## config.mk

```make
export PLATFORM = sky130hd
export DESIGN_NAME = tps_sequencer
export DESIGN_NICKNAME = d
export VERILOG_FILES = /design/src/hw/tps_pkg.sv /design/src/hw/tps_sequencer.sv
export SDC_FILE = /design/constraint.sdc
export NUM_CORES = 1
export LEC_CHECK = 0
export ABC_CLOCK_PERIOD_IN_PS = 7400
export BUFFER_PORTS_ARGS = -buffer_cell sky130_fd_sc_hd__buf_2
export CORE_MARGIN = 2
export CORE_UTILIZATION = 57
export DETAILED_ROUTE_END_ITERATION = 16
export PLACE_DENSITY = 0.92
export SYNTH_ARGS = -nofsm -noshare
export SYNTH_HDL_FRONTEND = slang
export SYNTH_SLANG_ARGS = --single-unit
```

## constraint.sdc

```tcl
create_clock -name core_clk -period 7.4 [get_ports core_clk]
set_input_delay 1.48 -clock core_clk [delete_from_list [all_inputs] [get_ports core_clk]]
set_output_delay 1.48 -clock core_clk [all_outputs]
set_load 0.02 [all_outputs]
```

## src/hw/tps_pkg.sv

```systemverilog
// constants, types and the startup settings map of the pen task sequencer
// Contract
// - both straps high after reset: run the sensor configuration EEPROM write task
// - successful sensor configuration write turns the green LED on steadily
// - straps low, adapter low, loader attach: card loading task, sound data to card
// - straps low, adapter low, viewer attach: code display task, codes sent to host
// - straps low, adapter high: operation task at once, no host command
// - operation task has exactly three states: normal, low-power, shut-down
// - operation task starts in the normal state
// - normal state toggles the green LED with a two second period
// - normal state starts playback of each recognized sticker code; a sticker in a low battery reading cycle is dropped
// - normal state steps speaker volume up or down on the two keys
// - normal state measures battery voltage at regular intervals
// - entering low-power plays the stored low-power warning sound
// - shut-down disables all peripherals then halts with clocks stopped
// - watchdog counter stays stopped from reset; its setting reads 01101110B
// - supply detector in reset mode, rise 3.13 V, fall 3.06 V, setting 00110011B
// - fast oscillator 64 MHz high-speed mode, core clock 32 MHz, setting 11111000B
// - a 15 kHz low-speed internal oscillator is available as clock source
// - battery below 3.7 V: go low-power, then shut-down after the warning
// - three idle minutes in the operation task lead to shut-down
// - attach commands and sound data travel over the serial link via a bridge
package tps_pkg;

    // clock and timing
    localparam longint CLK_KHZ = 100000;
    localparam longint HB_PERIOD_MS = 2000; // full blink period
    localparam longint IDLE_MIN = 3;
    localparam longint ADC_PERIOD_MS = 100;
    localparam longint HB_HALF_CYC = HB_PERIOD_MS * CLK_KHZ / 2;
    localparam longint IDLE_CYC = IDLE_MIN * 60 * 1000 * CLK_KHZ;
    localparam longint ADC_CYC = ADC_PERIOD_MS * CLK_KHZ;
    localparam int HB_W = 27;
    localparam int IDLE_W = 36;
    localparam int ADC_W = 24;

    // startup settings and their offsets
    localparam logic [7:0] OFS_WDT_SET = 8'hC0;
    localparam logic [7:0] OFS_VDET_SET = 8'hC1;
    localparam logic [7:0] OFS_OSC_SET = 8'hC2;
    localparam logic [7:0] OFS_DBG_SET = 8'hC3;
    localparam logic [7:0] OFS_VOLUME = 8'hC4;
    localparam logic [7:0] OFS_STATUS = 8'hC5;
    localparam logic [7:0] WDT_SET_VAL = 8'h6E;
    localparam logic [7:0] VDET_SET_VAL = 8'h33;
    localparam logic [7:0] OSC_SET_VAL = 8'hF8;
    localparam logic [7:0] DBG_SET_VAL = 8'h84;
    localparam int VDET_RISE_MV = 3130;
    localparam int VDET_FALL_MV = 3060;
    localparam int FAST_OSC_MHZ = 64;
    localparam int CORE_CLK_MHZ = 32;
    localparam int LOW_OSC_KHZ = 15;

    // volume and battery
    localparam logic [3:0] VOL_RST = 4'h8;
    localparam logic [3:0] VOL_MAX = 4'hF;
    localparam logic [3:0] VOL_MIN = 4'h0;
    localparam logic [11:0] LOW_BATT_MV = 12'hE74; // 3700 mV
    localparam logic [15:0] WARN_CODE = 16'h0000;

    typedef enum logic [2:0] {
        T_SAMPLE, T_HOLD, T_EEPROM, T_ATTACH, T_CARD, T_VIEW, T_OPER
    } tps_task_t;

    typedef enum logic [1:0] {O_NORMAL, O_LOWPWR, O_SHUTDN} tps_op_t;

    typedef struct packed {
        logic [1:0] pad;
        logic led;
        tps_op_t op;
        tps_task_t task_sel;
    } tps_status_t;

    typedef struct packed {
        logic valid;
        logic [7:0] data;
    } tps_byte_t;

    typedef struct packed {
        logic valid;
        logic [15:0] code;
    } tps_code_t;

    typedef struct packed {
        tps_task_t task_sel;
        tps_op_t op;
        logic ee_started;
        logic ee_ok;
        logic green_led;
        logic [HB_W-1:0] hb_cnt;
        logic [IDLE_W-1:0] idle_cnt;
        logic [ADC_W-1:0] adc_cnt;
        logic [3:0] volume;
        logic up_prev;
        logic dn_prev;
        logic ee_start;
        logic adc_start;
        tps_code_t play;
        tps_code_t fwd;
        tps_byte_t sd_wr;
        logic periph_en;
        logic halt_req;
        logic [7:0] rdata;
    } tps_state_t;

endpackage : tps_pkg

```

## src/hw/tps_sequencer.sv

```systemverilog
// pen task sequencer: task selection, operation state machine and settings port
//
// Implementation choice: the strobed register port.
`timescale 1ns/1ps
module tps_sequencer
    import tps_pkg::*;
#(
    parameter logic [HB_W-1:0] HB_HALF = HB_W'(HB_HALF_CYC),
    parameter logic [IDLE_W-1:0] IDLE_LIMIT = IDLE_W'(IDLE_CYC),
    parameter logic [ADC_W-1:0] ADC_INTERVAL = ADC_W'(ADC_CYC)
) (
    input wire logic core_clk,
    input wire logic rst,
    // straps and charger flag
    input wire logic mode_strap_a,
    input wire logic mode_strap_b,
    input wire logic adapter_present_flag,
    // attach commands and data decoded from the serial link
    input wire logic attach_valid,
    input wire logic attach_viewer,
    input wire tps_byte_t link_rx,
    // sensor configuration writer
    input wire logic ee_done,
    input wire logic ee_ok,
    // optical code sensor decoder
    input wire tps_code_t sticker,
    // keys, battery and player
    input wire logic key_up,
    input wire logic key_down,
    input wire logic adc_valid,
    input wire logic [11:0] adc_mv,
    input wire logic play_done,
    // settings port
    input wire logic [7:0] reg_addr,
    input wire logic [7:0] reg_wdata,
    input wire logic reg_we,
    input wire logic reg_re,
    output logic [7:0] reg_rdata,
    // outputs
    output tps_task_t task_sel,
    output tps_op_t op_state,
    output logic green_led,
    output logic ee_start,
    output logic adc_start,
    output tps_code_t play,
    output tps_code_t code_fwd,
    output tps_byte_t sd_wr,
    output logic [3:0] volume,
    output logic periph_en,
    output logic halt_req,
    output logic wdt_run
);

    tps_state_t s_q;
    tps_state_t s_d;

    // one saturating volume step, used by keys in both directions
    function automatic logic [3:0] vol_step(input logic [3:0] v, input logic up);
        logic [3:0] r;
        r = v;
        if (up && v != VOL_MAX) begin
            r = v + 4'h1;
        end else if (!up && v != VOL_MIN) begin
            r = v - 4'h1;
        end
        return r;
    endfunction : vol_step

    logic up_edge;
    logic dn_edge;
    logic activity;
    tps_status_t status;

    // keys are levels; only the press edge counts as a step
    assign up_edge = key_up && !s_q.up_prev;
    assign dn_edge = key_down && !s_q.dn_prev;
    assign activity = up_edge || dn_edge || sticker.valid;

    assign status.pad = 2'b00;
    assign status.led = s_q.green_led;
    assign status.op = s_q.op;
    assign status.task_sel = s_q.task_sel;

    // next-state logic for the whole block
    always_comb begin
        s_d = s_q;
        s_d.ee_start = 1'b0;
        s_d.adc_start = 1'b0;
        s_d.play.valid = 1'b0;
        s_d.fwd.valid = 1'b0;
        s_d.sd_wr.valid = 1'b0;
        s_d.rdata = 8'h00;
        s_d.up_prev = key_up;
        s_d.dn_prev = key_down;

        case (s_q.task_sel)
            T_SAMPLE: begin
                // single look at the straps, taken in the first clock after reset
                if (mode_strap_a && mode_strap_b) begin
                    s_d.task_sel = T_EEPROM;
                end else if (!mode_strap_a && !mode_strap_b) begin
                    if (adapter_present_flag) begin
                        s_d.task_sel = T_OPER;
                        s_d.op = O_NORMAL;
                        s_d.periph_en = 1'b1;
                    end else begin
                        s_d.task_sel = T_ATTACH;
                    end
                end else begin
                    s_d.task_sel = T_HOLD;
                end
            end
            T_HOLD: begin
                // straps disagree: no task until the next reset
                s_d.task_sel = T_HOLD;
            end
            T_EEPROM: begin
                if (!s_q.ee_started) begin
                    s_d.ee_start = 1'b1;
                    s_d.ee_started = 1'b1;
                end else if (ee_done && ee_ok) begin
                    s_d.ee_ok = 1'b1;
                    s_d.green_led = 1'b1;
                end
            end
            T_ATTACH: begin
                // the command from the loader or the viewer decides the task
                if (attach_valid) begin
                    if (attach_viewer) begin
                        s_d.task_sel = T_VIEW;
                    end else begin
                        s_d.task_sel = T_CARD;
                    end
                end
            end
            T_CARD: begin
                // link bytes go on to the card writer one cycle later
                s_d.sd_wr = link_rx;
            end
            T_VIEW: begin
                if (sticker.valid) begin
                    s_d.fwd = sticker;
                end
            end
            T_OPER: begin
                case (s_q.op)
                    O_NORMAL: begin
                        // heartbeat: toggle every half period
                        if (s_q.hb_cnt == HB_HALF - HB_W'(1)) begin
                            s_d.hb_cnt = '0;
                            s_d.green_led = !s_q.green_led;
                        end else begin
                            s_d.hb_cnt = s_q.hb_cnt + HB_W'(1);
                        end
                        if (sticker.valid) begin
                            s_d.play = sticker;
                        end
                        if (up_edge) begin
                            s_d.volume = vol_step(s_q.volume, 1'b1);
                        end else if (dn_edge) begin
                            s_d.volume = vol_step(s_q.volume, 1'b0);
                        end
                        // regular battery sampling
                        if (s_q.adc_cnt == ADC_INTERVAL - ADC_W'(1)) begin
                            s_d.adc_cnt = '0;
                            s_d.adc_start = 1'b1;
                        end else begin
                            s_d.adc_cnt = s_q.adc_cnt + ADC_W'(1);
                        end
                        // idle timer restarts on any sticker or key
                        if (activity) begin
                            s_d.idle_cnt = '0;
                        end else begin
                            s_d.idle_cnt = s_q.idle_cnt + IDLE_W'(1);
                        end
                        // battery check wins over the idle timeout
                        if (adc_valid && adc_mv < LOW_BATT_MV) begin
                            s_d.op = O_LOWPWR;
                            s_d.play.valid = 1'b1;
                            s_d.play.code = WARN_CODE;
                            s_d.green_led = 1'b0;
                        end else if (!activity &&
                                     s_q.idle_cnt == IDLE_LIMIT - IDLE_W'(1)) begin
                            s_d.op = O_SHUTDN;
                            s_d.periph_en = 1'b0;
                            s_d.green_led = 1'b0;
                        end
                    end
                    O_LOWPWR: begin
                        // stickers and keys are ignored while the warning plays
                        if (play_done) begin
                            s_d.op = O_SHUTDN;
                            s_d.periph_en = 1'b0;
                        end
                    end
                    O_SHUTDN: begin
                        // peripherals already off; halt one cycle later
                        s_d.periph_en = 1'b0;
                        s_d.halt_req = 1'b1;
                    end
                    default: begin
                        s_d.op = O_SHUTDN;
                    end
                endcase
            end
            default: begin
                s_d.task_sel = T_HOLD;
            end
        endcase

        // settings port: software may set the volume directly
        if (reg_we && reg_addr == OFS_VOLUME) begin
            s_d.volume = reg_wdata[3:0];
        end

        // read data registered, present only in the cycle after the strobe
        if (reg_re) begin
            if (reg_addr == OFS_WDT_SET) begin
                s_d.rdata = WDT_SET_VAL;
            end else if (reg_addr == OFS_VDET_SET) begin
                s_d.rdata = VDET_SET_VAL;
            end else if (reg_addr == OFS_OSC_SET) begin
                s_d.rdata = OSC_SET_VAL;
            end else if (reg_addr == OFS_DBG_SET) begin
                s_d.rdata = DBG_SET_VAL;
            end else if (reg_addr == OFS_VOLUME) begin
                s_d.rdata = {4'h0, s_q.volume};
            end else if (reg_addr == OFS_STATUS) begin
                s_d.rdata = status;
            end else begin
                s_d.rdata = 8'h00;
            end
        end
    end

    // the only state register; shut-down is left only through rst
    always_ff @(posedge core_clk or posedge rst) begin
        if (rst) begin
            s_q.task_sel <= T_SAMPLE;
            s_q.op <= O_NORMAL;
            s_q.ee_started <= 1'b0;
            s_q.ee_ok <= 1'b0;
            s_q.green_led <= 1'b0;
            s_q.hb_cnt <= '0;
            s_q.idle_cnt <= '0;
            s_q.adc_cnt <= '0;
            s_q.volume <= VOL_RST;
            s_q.up_prev <= 1'b0;
            s_q.dn_prev <= 1'b0;
            s_q.ee_start <= 1'b0;
            s_q.adc_start <= 1'b0;
            s_q.play <= '0;
            s_q.fwd <= '0;
            s_q.sd_wr <= '0;
            s_q.periph_en <= 1'b0;
            s_q.halt_req <= 1'b0;
            s_q.rdata <= 8'h00;
        end else begin
            s_q <= s_d;
        end
    end

    // outputs straight from the state register
    assign reg_rdata = s_q.rdata;
    assign task_sel = s_q.task_sel;
    assign op_state = s_q.op;
    assign green_led = s_q.green_led;
    assign ee_start = s_q.ee_start;
    assign adc_start = s_q.adc_start;
    assign play = s_q.play;
    assign code_fwd = s_q.fwd;
    assign sd_wr = s_q.sd_wr;
    assign volume = s_q.volume;
    assign periph_en = s_q.periph_en;
    assign halt_req = s_q.halt_req;
    // watchdog held stopped from reset on, matching its startup setting
    assign wdt_run = 1'b0;

endmodule : tps_sequencer

```

### Word level (Yosys, flattened, before mapping)

Index checks and enable logic that the tools add are counted.

* output and inout port bits: 66
* register bits after elaboration: 155
* bits of input ports: 69

* bitwise logic cells: 1
* order comparisons: 1
* equal/unequal tests: 32
* reductions and logical operators: 36
* mux-type cells: 55
* $add $sub $neg: 5

Operator list (number)
* 2-to-1 mux 92 bit: 1
* 2-to-1 mux 17 bit: 4
* == test 8 bit (second input constant): 6
* 2-to-1 mux 8 bit: 5
* adder 36 x 1 -> 36 bit (second input constant): 1
* == test 36 x 35 -> 1 bit (second input constant): 1
* 2-to-1 mux 18 bit: 2
* 2-to-1 mux 36 bit: 1
* adder 27 x 1 -> 27 bit (second input constant): 1
* == test 27 bit (second input constant): 1
* 2-to-1 mux 27 bit: 1
* adder 24 x 1 -> 24 bit (second input constant): 1
* == test 24 bit (second input constant): 1
* 2-to-1 mux 24 bit: 1
* 2-to-1 mux 4 bit: 6
* 2-to-1 mux 1 bit: 15
* inequality test 2 bit (second input constant): 7
* less-than comparator 12 bit (second input constant): 1
* 2-to-1 mux 2 bit: 6
* 2-to-1 mux 3 bit: 4
* 2-to-1 mux 6 bit: 2
* inequality test 4 bit (second input constant): 3
* AND reduction 5 bit: 2
* nonzero test 2 bit: 5
* 29 further kinds: 52

### Logic depth before layout (Yosys ltp)

* word-level depth: 11
* gate-level depth with buffers: 7
* mapped depth without buffers: 7

### Worst setup path before layout

Ideal clock, no wire load.

* path kind: input-to-reg
* start: in key_up
* end: reg, netlist name periph_en
* stages on the path: 7
* setup slack: 4241 ps
* library setup time: 126 ps
* arrival time: 3033 ps
* cell sequence: nand2b_1 inv_1 or3_1 clkbuf_1 nor4_1 a21oi_1 o32a_1

* cells in the longest elaborated chain, start to end: 7

Ends and longest elaborated chain
* start, declared: RTL line tps_sequencer.sv:28 `input wire logic key_up,`
* logical AND 1 bit: RTL line tps_sequencer.sv:75 `assign up_edge = key_up && !s_q.up_prev;`
* logical OR 1 bit (2 in a row): RTL line tps_sequencer.sv:77 `assign activity = up_edge || dn_edge || sticker.valid;`
* logical NOT 1 bit: RTL line tps_sequencer.sv:182 `end else if (!activity &&`
* logical AND 1 bit: RTL line tps_sequencer.sv:182
* inequality test 3 bit (no source line)
* AND reduction 8 bit (no source line)

No other way between the ends.
A chain may end at the register's enable or synchronous reset.

### Final worst setup path

* start: reg, netlist name task_sel[2]
* end: reg s_q[104] (netlist name)

* cells in the longest elaborated chain, start to end: 2

Ends and longest elaborated chain
* == test 3 bit: RTL line tps_sequencer.sv:96 `case (s_q.task_sel)`
* AND reduction 2 bit (no source line)
* end, declared: RTL line tps_sequencer.sv:54 `tps_state_t s_q;`

No other way between the ends.

==> impl_metrics.json <==
{
  "setup.worst_path.start_class": "flop",
  "portBuffers": 127,
  "start_util_pct": 58.7,
  "cts_hold_buffers": 0,
  "grt_pass1_wl_um": 28800,
  "path_clk_slew_ns": 0.06,
  "yosys.cell_types.count": 63,
  "finalSetupViolations": 0,
  "leakage_nw": 4.09,
  "cp_slowest_cell": "and2_1",
  "muxShareOfSynthArea_pct": 1.80,
  "insertion_delay_ns": 0.43,
  "timing.critical_path.arrival_ns": 3.66,
  "crit_fanout": 28,
  "fin_crit_ns": 3.35,
  "ant_nets": 0,
  "clock-sinks": 155,
  "critical_path_class": "reg2reg",
  "synth_warnings": 0,
  "ys_ff_latch": 155,
  "path_delay_family": "simple AND/OR/NAND/NOR gates",
  "crit_chain": "nand3b_1, nor2_1, and2_1, or4_1, nand2_1",
  "drv_cap": 0,
  "crit_path_end_kind": "flop",
  "crit_buf_inv": 0,
  "boundaryPins": 135,
  "slew_viol_final": 0,
  "rr_worst_depth": 5,
  "syn_to_final_growth_pct": 11.9,
  "rrSetupSlack_ns": 4.05,
  "gp_congestion": 0.831,
  "fin_crit_sh_pct": 45.2,
  "drt-vias-per-instance": 5.82,
  "synth_adder_area_share_pct": 1.37,
  "diodes": 0,
  "syn_nets": 889,
  "vias": 6158,
  "syn_inst": 812,
  "slew-limit-headroom_pct": 26.4,
  "yosys.area_share.simple_pct": 23.2,
  "antenna_found_initial": 0,
  "die_x_um": 121,
  "yosys.area.top_type": "dfrtp_1",
  "drc": 0,
  "synth_edf_count": 0,
  "cts_buffer_depth": 2,
  "die_h_um": 121,
  "syn_area_mm2": 0.00784,
  "cts.htree.levels": 4,
  "irDropWorstVdd_uv": 252,
  "yosysSeqAreaShare_pct": 49.5,
  "layout.nets": 946,
  "overflow": 0,
  "hold_class": "reg2reg",
  "hpwl_um": 11600,
  "synthTopCellsByCount": "dfrtp_1 (154), nand2_1 (112), buf_4 (61), nor2_1 (60), xnor2_1 (40)",
  "synth.avg_cell_area_um2": 9.65,
  "hold_end": "ee_start$_DFF_PP0_",
  "grt_max_degree": 91,
  "global_route.usage.total_pct": 24.9,
  "tns_ns": 0,
  "synthXorXnorAreaFrac_pct": 7.15,
  "ctsResizeCount": 0,
  "synth_top_area_share_pct": 49.2,
  "synth-compound-area-share_pct": 8.41,
  "rsz0062_at_grt": "no",
  "r2r_start": "task_sel[2]$_DFFE_PP0P_",
  "place_ws_ns": 3.67,
  "final_hold_viol_count": 0,
  "cpPeakStageDelay_ns": 0.97,
  "dieArea_mm2": 0.0147,
  "coreArea_mm2": 0.0133,
  "hold_path_depth": 1,
  "hold_start": "s_q[150]$_DFFE_PP0P_",
  "wl_um": 17400,
  "synth.most_common_cell": "dfrtp_1",
  "synth_ff_type": "dfrtp_1",
  "drt-pass1-iter-count": 6,
  "clock.fmax_ghz": 0.299,
  "status": "finished clean",
  "synth_area_leaders": "dfrtp_1 (49%), buf_4 (5.8%), nand2_1 (5.4%)",
  "cts_buffers": 17,
  "cts_setup_buffers": 0,
  "worst_pin_slew_ns": 1.10,
  "worstPathRequired_ns": 7.71,
  "power.density_mw_per_mm2": 317,
  "r2r_end": "s_q[104]$_DFFE_PP0P_",
  "grt_pass1_vias": 6101,
  "fin_ws_ns": 4.05,
  "drive_gt1_share_pct": 20.6,
  "wire_per_inst_um": 16.4,
  "std_cell_rows": 42,
  "fin_skew_ns": 0.00813,
  "synth_top_family_by_area": "simple AND/OR/NAND/NOR gates",
  "synth_async_sr_flop_share_pct": 100,
  "ctsRootBufferMaster": "clkbuf_16",
  "cts_tree": "done",
  "drt_iter0_markers": 510
}
## power breakdown
group / internal (mW) / switching (mW)
clock: 0.580 / 0.342
sequential: 1.02 / 0.157
combinational: 0.257 / 0.425
## sequential cells by signal, summed over array words and instances, names as in the netlist
register   flops
adc_start      1
code_fwd      17
ee_start       1
green_led      1
halt_req       1
op_state       2
periph_en      1
play          17
reg_rdata      8
s_q           90
sd_wr          9
task_sel       3
volume         4
## kinds of logic after synthesis
logic type               after synthesis
AO/OA/AOI/OAI                        103
XOR/XNOR                              64
adder cells (fa/ha/maj)                8
buffers and inverters                117
flip-flops                           155
multiplexers                          13
other                                  1
AND/OR/NAND/NOR                      351
## through the flow
stage | total power, mW | hold slack (ns) | instance area [µm²] | utilization, % | instances
after global placement | 1.82 | 0.434 | 8140 | 61.0 | 1026
after detailed placement | 1.86 | 0.446 | 8140 | 61.0 | 1026
after global routing | 2.92 | 0.468 | 8770 | 65.7 | 1058
after CTS | 2.78 | 0.449 | 8770 | 65.7 | 1058
after floorplan | 1.76 | 0.416 | 7840 | - | 812
final | 2.78 | 0.461 | 8770 | 65.7 | 1058
## per-layer routing
| layer | part of all wire [%] | GRT usage [%] | routed length (µm) |
|---|---|---|---|
| met5 | 0 | 0 | 0 |
| met4 | 2.5 | 10.2 | 436 |
| met3 | 5.0 | 7.05 | 872 |
| met2 | 50 | 40.4 | 8710 |
| met1 | 42 | 31.4 | 7340 |
## placed cells by master (no fill, tap or decap), types with 8 or more instances in the layout
cell type  count
o31ai_1        8
inv_1         24
o21ai_0       29
or3_1         13
and3_1        15
nand4_1       30
nand2_1      112
mux2_2         9
a22o_1        17
xnor2_1       40
buf_2        127
and2_1        10
a21oi_1       27
dfrtp_1      154
xor2_1        24
nand3_1       28
nor4_1        17
clkbuf_16     17
nor3_1        18
nor2_1        60
## final cells by class
cell class | instances | area, µm²
clock buffer | 20 | 457
clock inverter | 12 | 170
fill | 1040 | 4580
inverter | 26 | 103
multi-input combinational | 540 | 3290
sequential | 155 | 3880
tap | 176 | 220
timing repair buffer | 129 | 651
## how the worst max path moves through the flow
stage                                       start                   end  slack (ns)  depth (start not counted)
after detailed placement                   key_up  s_q[104]$_DFFE_PP0P_        3.67                          7
after floorplan                               rst   adc_start$_DFF_PP0_        1.74                          1
final                     task_sel[2]$_DFFE_PP0P_  s_q[104]$_DFFE_PP0P_        4.05                          5
after CTS                                  key_up  s_q[104]$_DFFE_PP0P_        4.11                          7
after global routing      task_sel[2]$_DFFE_PP0P_  s_q[104]$_DFFE_PP0P_        3.83                          5
after global placement                     key_up  s_q[104]$_DFFE_PP0P_        3.71                          7
(Power assumes the default switching activity.)
